==> config.mk <==
export PLATFORM = sky130hd
export DESIGN_NAME = mvd_core
export DESIGN_NICKNAME = d
export VERILOG_FILES = /design/src/mvd_pkg.sv /design/src/mvd_core.sv
export SDC_FILE = /design/constraint.sdc
export NUM_CORES = 1
export LEC_CHECK = 0
export BUFFER_PORTS_ARGS = -buffer_cell sky130_fd_sc_hd__buf_4
export CAP_MARGIN = 20
export CORE_UTILIZATION = 55
export CTS_CLUSTER_SIZE = 25
export DETAILED_ROUTE_END_ITERATION = 6
export HOLD_SLACK_MARGIN = 0.08
export PLACE_DENSITY = 0.69
export SLEW_MARGIN = 20
export SYNTH_ARGS = -nofsm -noshare
export SYNTH_HDL_FRONTEND = slang
export SYNTH_SLANG_ARGS = --single-unit
==> constraint.sdc <==
create_clock -name ref_clk -period 8.5 [get_ports ref_clk]
set_input_delay 0.425 -clock ref_clk [delete_from_list [all_inputs] [get_ports ref_clk]]
set_output_delay 0.425 -clock ref_clk [all_outputs]
set_load 0.1 [all_outputs]
==> src/mvd_pkg.sv <==
// Package for the move and idle decode block: opcodes, field layout, AXI4-Lite map.
// Assumes one 40 MHz clock and a 32-bit AXI4-Lite register bus.
package mvd_pkg;
  localparam int CLK_PERIOD_NS = 25;
  localparam int INSN_W = 12;
  localparam int DATA_W = 8;
  localparam int FILE_DEPTH = 32;
  // Opcode patterns and masks
  localparam logic [11:0] COPY_MASK = 12'hFC0;
  localparam logic [11:0] COPY_PAT = 12'h200;
  localparam logic [11:0] LIT_MASK = 12'hF00;
  localparam logic [11:0] LIT_PAT = 12'hC00;
  localparam logic [11:0] STORE_MASK = 12'hFE0;
  localparam logic [11:0] STORE_PAT = 12'h020;
  localparam logic [11:0] IDLE_PAT = 12'h000;
  localparam int TGT_BIT = 5;
  // Register map (byte addresses)
  localparam logic [7:0] ADDR_INSN = 8'h00;
  localparam logic [7:0] ADDR_ACC = 8'h04;
  localparam logic [7:0] ADDR_STATUS = 8'h08;
  localparam logic [7:0] ADDR_COUNT = 8'h0C;
  localparam logic [7:0] ADDR_FILE_BASE = 8'h80;
  localparam logic [7:0] ACC_RESET = 8'h00;
  localparam logic [1:0] RESP_OKAY = 2'h0;
  localparam logic [1:0] RESP_SLVERR = 2'h2;

  typedef enum logic [2:0] {
    MVD_OP_IDLE = 3'h0,
    MVD_OP_COPY = 3'h1,
    MVD_OP_LIT = 3'h3,
    MVD_OP_STORE = 3'h2,
    MVD_OP_OTHER = 3'h6
  } mvd_op_t;

  typedef struct packed {
    logic [7:0] awaddr;
    logic [31:0] wdata;
    logic [3:0] wstrb;
  } mvd_wreq_t;
endpackage : mvd_pkg

==> src/mvd_core.sv <==
// Move and idle instruction decode and execute, with AXI4-Lite access.
// Assumes software feeds instruction words by writing the instruction register.
// Notes on behaviour
// (RL1) Words 0010 00df ffff copy a file register, index 0 to 31.
// (RL2) Copy with target bit 0 writes the value into the accumulator only.
// (RL3) Copy with target bit 1 writes the value back to the same register.
// (RL4) Copy sets the null flag when the value is zero, clears it otherwise.
// (RL5) Upper nibble 1100 loads the low eight bits into accumulator, flags kept.
// (RL6) 0000 001f ffff stores accumulator; 0000 0000 0000 idles, no change.
`timescale 1ns/100ps
`default_nettype none
module mvd_core
  import mvd_pkg::*;
(
  input wire logic ref_clk,
  input wire logic rst_n,
  input wire logic [7:0] s_axi_awaddr,
  input wire logic s_axi_awvalid,
  output logic s_axi_awready,
  input wire logic [31:0] s_axi_wdata,
  input wire logic [3:0] s_axi_wstrb,
  input wire logic s_axi_wvalid,
  output logic s_axi_wready,
  output logic [1:0] s_axi_bresp,
  output logic s_axi_bvalid,
  input wire logic s_axi_bready,
  input wire logic [7:0] s_axi_araddr,
  input wire logic s_axi_arvalid,
  output logic s_axi_arready,
  output logic [31:0] s_axi_rdata,
  output logic [1:0] s_axi_rresp,
  output logic s_axi_rvalid,
  input wire logic s_axi_rready
);
  logic [DATA_W-1:0] file_mem [FILE_DEPTH];
  logic [DATA_W-1:0] acc;
  logic null_flag;
  logic [15:0] exec_count;
  logic [INSN_W-1:0] last_insn;
  logic aw_held, w_held;
  mvd_wreq_t wreq;
  logic exec_go;
  logic file_we;
  logic [4:0] file_idx;
  logic [DATA_W-1:0] file_wval;
  mvd_op_t op;
  logic [INSN_W-1:0] insn;

  // Write channel capture; address and data may arrive in either order
  always_ff @(posedge ref_clk or negedge rst_n) begin
    if (!rst_n) begin
      aw_held <= 1'b0;
      w_held <= 1'b0;
      wreq <= '0;
    end else if (s_axi_bvalid && s_axi_bready) begin
      aw_held <= 1'b0;
      w_held <= 1'b0;
    end else begin
      if (s_axi_awvalid && s_axi_awready) begin
        aw_held <= 1'b1;
        wreq.awaddr <= s_axi_awaddr;
      end
      if (s_axi_wvalid && s_axi_wready) begin
        w_held <= 1'b1;
        wreq.wdata <= s_axi_wdata;
        wreq.wstrb <= s_axi_wstrb;
      end
    end
  end

  logic write_fire;
  assign write_fire = aw_held && w_held && !s_axi_bvalid;

  always_ff @(posedge ref_clk or negedge rst_n) begin
    if (!rst_n) begin
      s_axi_awready <= 1'b0;
      s_axi_wready <= 1'b0;
    end else begin
      s_axi_awready <= !aw_held && !(s_axi_awvalid && s_axi_awready) && !s_axi_bvalid;
      s_axi_wready <= !w_held && !(s_axi_wvalid && s_axi_wready) && !s_axi_bvalid;
    end
  end

  always_ff @(posedge ref_clk or negedge rst_n) begin
    if (!rst_n) begin
      s_axi_bvalid <= 1'b0;
      s_axi_bresp <= RESP_OKAY;
    end else if (write_fire) begin
      s_axi_bvalid <= 1'b1;
      s_axi_bresp <= (wreq.awaddr == ADDR_INSN) ? RESP_OKAY : RESP_SLVERR;
    end else if (s_axi_bready) begin
      s_axi_bvalid <= 1'b0;
    end
  end

  // A word written to the instruction register with both low strobe bytes set executes in one cycle
  assign exec_go = write_fire && (wreq.awaddr == ADDR_INSN) && wreq.wstrb[0] && wreq.wstrb[1];
  assign insn = wreq.wdata[INSN_W-1:0];
  assign file_idx = insn[4:0];

  always_comb begin
    if ((insn & COPY_MASK) == COPY_PAT) op = MVD_OP_COPY; // [RL1]
    else if ((insn & LIT_MASK) == LIT_PAT) op = MVD_OP_LIT; // [RL5]
    else if ((insn & STORE_MASK) == STORE_PAT) op = MVD_OP_STORE; // [RL6]
    else if (insn == IDLE_PAT) op = MVD_OP_IDLE; // [RL6]
    else op = MVD_OP_OTHER;
  end

  always_comb begin
    file_we = 1'b0;
    file_wval = file_mem[file_idx];
    if (exec_go && op == MVD_OP_COPY && insn[TGT_BIT]) begin
      file_we = 1'b1; // [RL3]
    end else if (exec_go && op == MVD_OP_STORE) begin
      file_we = 1'b1; // [RL6]
      file_wval = acc;
    end
  end

  // No reset on the file array; a copy of an unwritten register reads unknown
  always_ff @(posedge ref_clk) begin
    if (file_we) file_mem[file_idx] <= file_wval;
  end

  always_ff @(posedge ref_clk or negedge rst_n) begin
    if (!rst_n) begin
      acc <= ACC_RESET;
    end else if (exec_go && op == MVD_OP_COPY && !insn[TGT_BIT]) begin
      acc <= file_mem[file_idx]; // [RL2]
    end else if (exec_go && op == MVD_OP_LIT) begin
      acc <= insn[7:0]; // [RL5]
    end
  end

  always_ff @(posedge ref_clk or negedge rst_n) begin
    if (!rst_n) begin
      null_flag <= 1'b0;
    end else if (exec_go && op == MVD_OP_COPY) begin
      null_flag <= (file_mem[file_idx] == 8'h00); // [RL4]
    end
  end

  // Counter shows activity; unknown words are counted but do nothing
  always_ff @(posedge ref_clk or negedge rst_n) begin
    if (!rst_n) begin
      exec_count <= 16'h0000;
      last_insn <= 12'h000;
    end else if (exec_go) begin
      exec_count <= exec_count + 16'h0001;
      last_insn <= insn;
    end
  end

  // Read channel; file registers sit one per word from the file base
  logic [31:0] next_rdata;
  logic next_rerr;
  always_comb begin
    next_rdata = 32'h0000_0000;
    next_rerr = 1'b0;
    if (s_axi_araddr == ADDR_INSN) next_rdata = {20'h00000, last_insn};
    else if (s_axi_araddr == ADDR_ACC) next_rdata = {24'h000000, acc};
    else if (s_axi_araddr == ADDR_STATUS) next_rdata = {31'h0, null_flag};
    else if (s_axi_araddr == ADDR_COUNT) next_rdata = {16'h0000, exec_count};
    else if (s_axi_araddr[7] && s_axi_araddr[1:0] == 2'h0)
      next_rdata = {24'h000000, file_mem[s_axi_araddr[6:2]]};
    else next_rerr = 1'b1;
  end

  always_ff @(posedge ref_clk or negedge rst_n) begin
    if (!rst_n) begin
      s_axi_arready <= 1'b0;
      s_axi_rvalid <= 1'b0;
      s_axi_rdata <= 32'h0000_0000;
      s_axi_rresp <= RESP_OKAY;
    end else if (s_axi_arvalid && s_axi_arready) begin
      s_axi_arready <= 1'b0;
      s_axi_rvalid <= 1'b1;
      s_axi_rdata <= next_rdata;
      s_axi_rresp <= next_rerr ? RESP_SLVERR : RESP_OKAY;
    end else if (s_axi_rvalid) begin
      if (s_axi_rready) s_axi_rvalid <= 1'b0;
    end else begin
      s_axi_arready <= s_axi_arvalid;
    end
  end

  AST_LIT_LOAD: assert property (@(posedge ref_clk) disable iff (!rst_n) // [RL5]
    exec_go && op == MVD_OP_LIT |=> acc == $past(insn[7:0]) && $stable(null_flag))
    else $error("literal load wrong");
  AST_COPY_ACC: assert property (@(posedge ref_clk) disable iff (!rst_n) // [RL2]
    exec_go && op == MVD_OP_COPY && !insn[TGT_BIT] |=> acc == file_mem[$past(file_idx)])
    else $error("copy to accumulator wrong");
  AST_COPY_BACK: assert property (@(posedge ref_clk) disable iff (!rst_n) // [RL3]
    exec_go && op == MVD_OP_COPY && insn[TGT_BIT] |=> $stable(acc))
    else $error("copy back changed accumulator");
  AST_NULL_FLAG: assert property (@(posedge ref_clk) disable iff (!rst_n) // [RL4]
    exec_go && op == MVD_OP_COPY |=> null_flag == (file_mem[$past(file_idx)] == 8'h00))
    else $error("null flag wrong");
  AST_STORE: assert property (@(posedge ref_clk) disable iff (!rst_n) // [RL6]
    exec_go && op == MVD_OP_STORE |=> file_mem[$past(file_idx)] == $past(acc) && $stable(null_flag))
    else $error("store wrong");
  AST_IDLE: assert property (@(posedge ref_clk) disable iff (!rst_n) // [RL6]
    exec_go && op == MVD_OP_IDLE |=> $stable(acc) && $stable(null_flag))
    else $error("idle changed state");
  AST_COPY_DECODE: assert property (@(posedge ref_clk) disable iff (!rst_n) // [RL1]
    insn[11:6] == 6'h08 |-> op == MVD_OP_COPY)
    else $error("copy decode wrong");
  AST_LIT_DECODE: assert property (@(posedge ref_clk) disable iff (!rst_n) // [RL5]
    insn[11:8] == 4'hC |-> op == MVD_OP_LIT)
    else $error("literal decode wrong");
  AST_STORE_DECODE: assert property (@(posedge ref_clk) disable iff (!rst_n) // [RL6]
    insn[11:5] == 7'h01 |-> op == MVD_OP_STORE)
    else $error("store decode wrong");
  AST_STORE_KEEP: assert property (@(posedge ref_clk) disable iff (!rst_n) // [RL6]
    exec_go && op == MVD_OP_STORE |=> $stable(acc))
    else $error("store changed accumulator");
  AST_BRESP_HOLD: assert property (@(posedge ref_clk) disable iff (!rst_n)
    s_axi_bvalid && !s_axi_bready |=> s_axi_bvalid && $stable(s_axi_bresp))
    else $error("write response dropped");
endmodule : mvd_core
`default_nettype wire

# Word-level counts from Yosys, hierarchy flattened

Memories as Yosys holds them, arrays and structs flattened.
Index checks and enable logic that the tools add are counted.

Reductions and logical operators: 36
Multipliers: 0
Divide/modulo/power cells: 0
Mux-type cells: 35
Order comparisons: 0
Bitwise logic cells: 1
Add/subtract/negate cells: 1
Shift operators: 0
Eq/ne operators: 10

Operators with widths:

| cell                                                                    | count |
|---|---|
| 16-bit two-way mux                                                      | 4 |
| 8-bit two-way mux                                                       | 5 |
| 8-bit logical NOT                                                       | 3 |
| 1-bit two-way mux                                                       | 20 |
| 1-bit logical AND                                                       | 19 |
| 16-bit by 1-bit adder with 16-bit output, second input constant         | 1 |
| 8-bit by 4-bit == test with 1-bit output, second input constant         | 2 |
| 12-bit logical NOT                                                      | 1 |
| 3-bit two-way mux                                                       | 4 |
| 8-bit by 3-bit == test with 1-bit output, second input constant         | 1 |
| 2-bit nonzero test                                                      | 4 |
| 7-bit by 1-bit == test with 1-bit output, second input constant         | 1 |
| 3-bit by 2-bit == test with 1-bit output, second input constant         | 2 |
| 6-bit by 4-bit == test with 1-bit output, second input constant         | 1 |
| 1-bit logical NOT                                                       | 6 |
| 4-bit == test, second input constant                                    | 1 |
| 2-bit two-way mux                                                       | 2 |
| 2-bit AND reduction                                                     | 2 |
| 3-bit by 1-bit == test with 1-bit output, second input constant         | 1 |
| 2-bit logical NOT                                                       | 1 |
| 2-bit by 1-bit inequality test with 1-bit output, second input constant | 1 |
| 1-bit inverter                                                          | 1 |

Register bits: 102
Output and inout port bits: 41
Memory bits (read-only): 0
Logic and storage cells: 101
Memories: 1
Bits in writable memories: 256
Latch bits: 0

Memories:

| name     | words | bits a word | rd ports | clocked after Yosys merged registers in | write ports | RTL line       | RTL |
|---|---|---|---|---|---|---|---|
| file_mem | 32    | 8           | 2        | 0                                       | 1           | mvd_core.sv:35 | `logic [DATA_W-1:0] file_mem [FILE_DEPTH];` |

# Logic depth before layout (Yosys ltp)

Word-level depth: 11
Mapped depth: 9
Depth with buffers taken out: 6

# Worst setup path after synthesis

OpenSTA, ideal clock, no wires.

Kind: register to register
Start: reg s_axi_bvalid
End: mem file_mem[26][0] (enable)
Path buffers: 1
Arrival: 2.819 ns
Library setup time: 0.383 ns
Path slack: 5.298 ns
Data required time: 8.117 ns
Clock period less this slack: 3.202 ns
Cell stages (with the launch flop): 7
Path through: dfrtp_1 > nand3b_1 > nor4_4 > nand4_1 > or3b_2 > buf_2 > nor3_1

Longest elaborated chain between the ends: 10
Elaborated cells between the ends (all ways): 12
Classes of those cells: mux (4); reduce/logical (8)

Ends and longest elaborated chain:

| element                                                | RTL line                         | RTL |
|---|---|---|
| start, declared                                        | mvd_core.sv:25                   | `output logic s_axi_bvalid,` |
| start signal, assigned                                 | mvd_core.sv:86                   | `s_axi_bvalid <= 1'b0;` |
| start signal, assigned                                 | mvd_core.sv:89                   | `s_axi_bvalid <= 1'b1;` |
| start signal, assigned                                 | mvd_core.sv:92                   | `s_axi_bvalid <= 1'b0;` |
| 1-bit logical NOT *                                    | mvd_core.sv:72                   | `assign write_fire = aw_held && w_held && !s_axi_bvalid;` |
| 1-bit logical AND *                                    | mvd_core.sv:72                   |  |
| 1-bit logical AND * (3 in a row)                       | mvd_core.sv:97                   | `assign exec_go = write_fire && (wreq.awaddr == ADDR_INSN) && wreq.wstrb[0] && wreq.wstrb[1];` |
| 1-bit logical AND (on tied branches)                   | mvd_core.sv:114, mvd_core.sv:112 |  |
| 1-bit two-way mux or 1-bit logical AND (tied branches) | mvd_core.sv:114, mvd_core.sv:112 |  |
| 1-bit two-way mux *                                    | mvd_core.sv:112                  | `if (exec_go && op == MVD_OP_COPY && insn[TGT_BIT]) begin` |
| 1-bit two-way mux *                                    | mvd_core.sv:122                  | `if (file_we) file_mem[file_idx] <= file_wval;` |
| 1-bit two-way mux (implied by the code) *              | mvd_core.sv:122                  |  |
| end, declared                                          | mvd_core.sv:35                   |  |

Mark *: on every way between the ends. The rest lies on a longest branch, timed or not.

==> impl_metrics.prom <==
# TYPE chip_impl_metric gauge
chip_impl_metric{name="syn-mean-instance-area",unit="um^2"} 14.84
chip_impl_metric{name="worst_ep_arrival_time",unit="ps"} 3990
chip_impl_metric{name="remaining_antenna_violation_count",unit=""} 0
chip_impl_metric{name="die_width",unit="um"} 172.3
chip_impl_metric{name="post_synth_num_cell_types",unit=""} 52
chip_impl_metric{name="power.ir.vdd_worst",unit="uV"} 239.9
chip_impl_metric{name="timing.final.setup_violations",unit=""} 0
chip_impl_metric{name="worstPathRequired",unit="ps"} 8640
chip_impl_metric{name="routed_wl",unit="mm"} 42.43
chip_impl_info{name="synth_top_cell_by_area",value="edfxtp_1"} 1
chip_impl_info{name="crit_path_start_kind",value="flip-flop"} 1
chip_impl_metric{name="grt_pass1_vias",unit=""} 9746
chip_impl_metric{name="power_leakage",unit="nW"} 6.439
chip_impl_metric{name="dp_cells",unit=""} 1449
chip_impl_metric{name="post_synth_edffs",unit=""} 256
chip_impl_info{name="worst_path_max_delay_cell",value="buf_4"} 1
chip_impl_metric{name="floorplan.core_area",unit="um^2"} 28160
chip_impl_info{name="crit-reg2reg-launch",value="file_idx[1]"} 1
chip_impl_metric{name="grtUsageTotal",unit=""} 0.2957
chip_impl_metric{name="post_layout_nonfiller_instances",unit=""} 1513
chip_impl_metric{name="yosys.area_share.xor_xnor",unit=""} 0.008237
chip_impl_info{name="timing.hold.worst.class",value="in2reg"} 1
chip_impl_info{name="clock-root-buffer",value="clkbuf_16"} 1
chip_impl_info{name="dominant_cells_by_area_after_synthesis",value="edfxtp_1 (48%), dfrtp_1 (13%), mux2i_1 (9.6%), mux4_2 (9.2%), mux2_2 (3.0%)"} 1
chip_impl_metric{name="starting_utilization_of_the_core_area",unit=""} 0.5664
chip_impl_metric{name="cts.reportedPaths.clkPinSlew",unit="ps"} 60
chip_impl_metric{name="die_h",unit="um"} 172.3
chip_impl_metric{name="hold-path-cell-count",unit=""} 2
chip_impl_metric{name="synth_largest_type_area_fraction",unit=""} 0.4820
chip_impl_info{name="regToRegEndpoint",value="file_mem[16][7]"} 1
chip_impl_info{name="setup.worst_path.class",value="reg2reg"} 1
chip_impl_info{name="timing.critical_path.cells",value="buf_4 > mux2i_1 > o22ai_1 > nor4_1 > nand2_1 > mux2_2"} 1
chip_impl_metric{name="via_cell_ratio",unit=""} 6.638
chip_impl_metric{name="grt_max_degree",unit=""} 74
chip_impl_metric{name="vias",unit=""} 10040
chip_impl_metric{name="globalRouteOverflowTotal",unit=""} 0
chip_impl_info{name="synth.cells.most_frequent",value="edfxtp_1 (256), mux2i_1 (153), dfrtp_1 (84)"} 1
chip_impl_metric{name="number_of_antenna_violations_at_the_first_check_in_global_routing",unit=""} 0
chip_impl_metric{name="pin_count",unit=""} 100
chip_impl_metric{name="report.final.slew_viol_count",unit=""} 0
chip_impl_metric{name="synth_async_sr_flop_share",unit=""} 0.2471
chip_impl_metric{name="fp-row-count",unit=""} 61
chip_impl_metric{name="cts_repair_resize_count",unit=""} 0
chip_impl_info{name="cts_tree",value="yes"} 1
chip_impl_metric{name="post_synth_design_cell_area",unit="um^2"} 15950
chip_impl_metric{name="grt_pass1_wl",unit="mm"} 62.39
chip_impl_metric{name="post-dp-hpwl",unit="mm"} 28.60
chip_impl_info{name="synth_top_family_by_area",value="multiplexers"} 1
chip_impl_metric{name="clk_latency",unit="ps"} 520
chip_impl_metric{name="muxShareOfSynthArea",unit=""} 0.2174
chip_impl_info{name="crit_start",value="file_idx[1]"} 1
chip_impl_metric{name="period_minus_slack",unit="ps"} 3846
chip_impl_metric{name="critical_path_buf_inv_count",unit=""} 1
chip_impl_metric{name="number_of_setup_buffers_added_after_cts",unit=""} 0
chip_impl_metric{name="report.final.hold_viol_count",unit=""} 0
chip_impl_metric{name="synth_simple_gate_area_share",unit=""} 0.07397
chip_impl_metric{name="cp_max_stage_delay",unit="ps"} 830
chip_impl_info{name="status",value="complete, no violations"} 1
chip_impl_metric{name="synth_seq_cells",unit=""} 340
chip_impl_metric{name="die_area",unit="um^2"} 29690
chip_impl_metric{name="ctsLongestPathBuffers",unit=""} 3
chip_impl_metric{name="total_of_hold_buffers_inserted_after_clock_tree_synthesis",unit=""} 1
chip_impl_metric{name="dpl-instance-area",unit="um^2"} 16560
chip_impl_metric{name="drt_iter0_drc",unit=""} 1209
chip_impl_metric{name="post_synth_fa_ha_maj_area_fraction",unit=""} 0.0007844
chip_impl_metric{name="timing.slew.headroom",unit=""} 0.2655
chip_impl_metric{name="power_density",unit="nW/um^2"} 338.5
chip_impl_metric{name="cts_num_sinks",unit=""} 340
chip_impl_metric{name="regToRegSetupSlack",unit="ps"} 4650
chip_impl_metric{name="synthesis.instances",unit=""} 1075
chip_impl_metric{name="finalWeightedCongestion",unit=""} 0.9864
chip_impl_metric{name="clock.fmax",unit="MHz"} 260.0
chip_impl_info{name="ys.flop_type",value="edfxtp_1"} 1
chip_impl_metric{name="first_pass_detailed_route_iteration_total",unit=""} 5
chip_impl_metric{name="tightestPinTransition",unit="ps"} 1102
chip_impl_metric{name="utilization",unit=""} 0.6273
chip_impl_metric{name="htree_num_levels",unit=""} 2
chip_impl_info{name="critical-path-top-delay-family",value="multiplexers"} 1
chip_impl_metric{name="antenna_cells_inserted",unit=""} 0
chip_impl_metric{name="wire_per_inst",unit="um"} 28.04
chip_impl_metric{name="layout.filler_cells",unit=""} 2098
chip_impl_metric{name="drive_above_1_share",unit=""} 0.2159
chip_impl_metric{name="io_buffer_count",unit=""} 59
chip_impl_info{name="worstHoldStart",value="s_axi_rready"} 1
chip_impl_metric{name="area.growth.synth_to_final",unit="%"} 10.75
chip_impl_metric{name="remaining_drc_errors",unit=""} 0
chip_impl_metric{name="final.period_utilization",unit=""} 0.4525
chip_impl_metric{name="count_of_nets_after_finishing",unit=""} 1169
chip_impl_metric{name="synth_sequential_area_ratio",unit=""} 0.6137
chip_impl_info{name="most_common_cell_in_the_synthesized_netlist",value="edfxtp_1"} 1
chip_impl_info{name="crit_path_end_kind",value="flip-flop"} 1
chip_impl_metric{name="setup_tns",unit="ps"} 0
chip_impl_metric{name="post-route-cell-area",unit="um^2"} 17670
chip_impl_metric{name="yosysWarnings",unit=""} 0
chip_impl_metric{name="critical_path_peak_fanout",unit=""} 56
chip_impl_metric{name="synth-compound-area-share",unit=""} 0.05648
chip_impl_metric{name="ff2ff_path_depth",unit=""} 6
chip_impl_metric{name="drv_cap",unit=""} 0
chip_impl_info{name="rsz_0062_raised_after_global_routing",value="false"} 1
chip_impl_info{name="min_delay_worst_endpoint",value="s_axi_rvalid"} 1
chip_impl_metric{name="clock-skew-final",unit="ps"} 16.17
chip_impl_metric{name="cts-buffers-inserted",unit=""} 35
-- kinds of logic after synthesis --
logic type               count (synthesis)
flip-flops                             340
multiplexers                           260
AND/OR/NAND/NOR                        223
AO/OA/AOI/OAI                          143
buffers and inverters                   92
XOR/XNOR                                15
adder cells (fa/ha/maj)                  1
other                                    1
-- area by class of cell --
type	instances	area, um^2	share of cell area
Clock inverter	14	68.82	0.003895
Timing Repair Buffer	69	520.5	0.02946
Tap cell	378	473.0	0.02677
Clock buffer	49	1022	0.05787
Inverter	3	11.26	0.0006374
Sequential cell	340	9794	0.5544
Multi-Input combinational cell	660	5776	0.3269
-- power by group --
part	internal, mW	switching (mW)
Clock	0.840	0.613
Sequential	2.44	0.190
Combinational	0.500	1.39
Total	3.78	2.20
-- worst reg2reg max path, cell delays in order, from the launching register on --
cell and delay [ps]:
dfrtp_4 730, buf_4 850, mux2i_1 580, o22ai_1 150, nor4_1 360, nand2_1 200
mux2_2 580
-- through the flow --
stage	hold slack [ps]	setup WS (ps)	total power, mW
final	117.0	4654	5.979
after global routing	102.6	4578	6.167
after CTS	98.37	4801	5.959
after detailed placement	269.8	4815	4.523
after global placement	265.7	4828	4.490
after floorplan	129.4	5298	3.846
-- per-layer routing --
layer  global-route usage  part of all wire
met2               0.4471              0.45
met5                    0                 0
met4               0.1504             0.054
met3              0.05173             0.086
met1               0.4143              0.41
-- how the worst max path moves through the flow --
stage | end | slack, ps | cells past startpoint
floorplan | file_mem[26][0] | 5300 | 6
global placement | file_mem[16][7] | 4830 | 6
detailed placement | file_mem[21][7] | 4810 | 6
CTS | file_mem[22][7] | 4800 | 6
global route | file_mem[29][5] | 4580 | 6
finish | file_mem[16][7] | 4650 | 6
-- flip-flops by register name (all words and copies together) (netlist names) --
register       flops
s_axi_rdata       16
s_axi_rresp        1
last_insn         12
s_axi_rvalid       1
acc                8
s_axi_awready      1
s_axi_bresp        1
s_axi_wready       1
s_axi_bvalid       1
exec_count        16
file_mem         256
null_flag          1
aw_held            1
wreq              10
file_idx           5
insn               7
s_axi_arready      1
w_held             1
-- cells in the final DEF, fill, tap and decap left out, types with 23 or more instances in the layout --
master and count:
buf_4 68, clkbuf_16 38, dfrtp_1 82, edfxtp_1 256, mux2_2 42, mux2i_1 153, mux4_2 65, nand2_1 63
nand3_1 23, nor2_1 55, o22ai_1 64
Note: power is estimated with default switching activity, not from simulation.
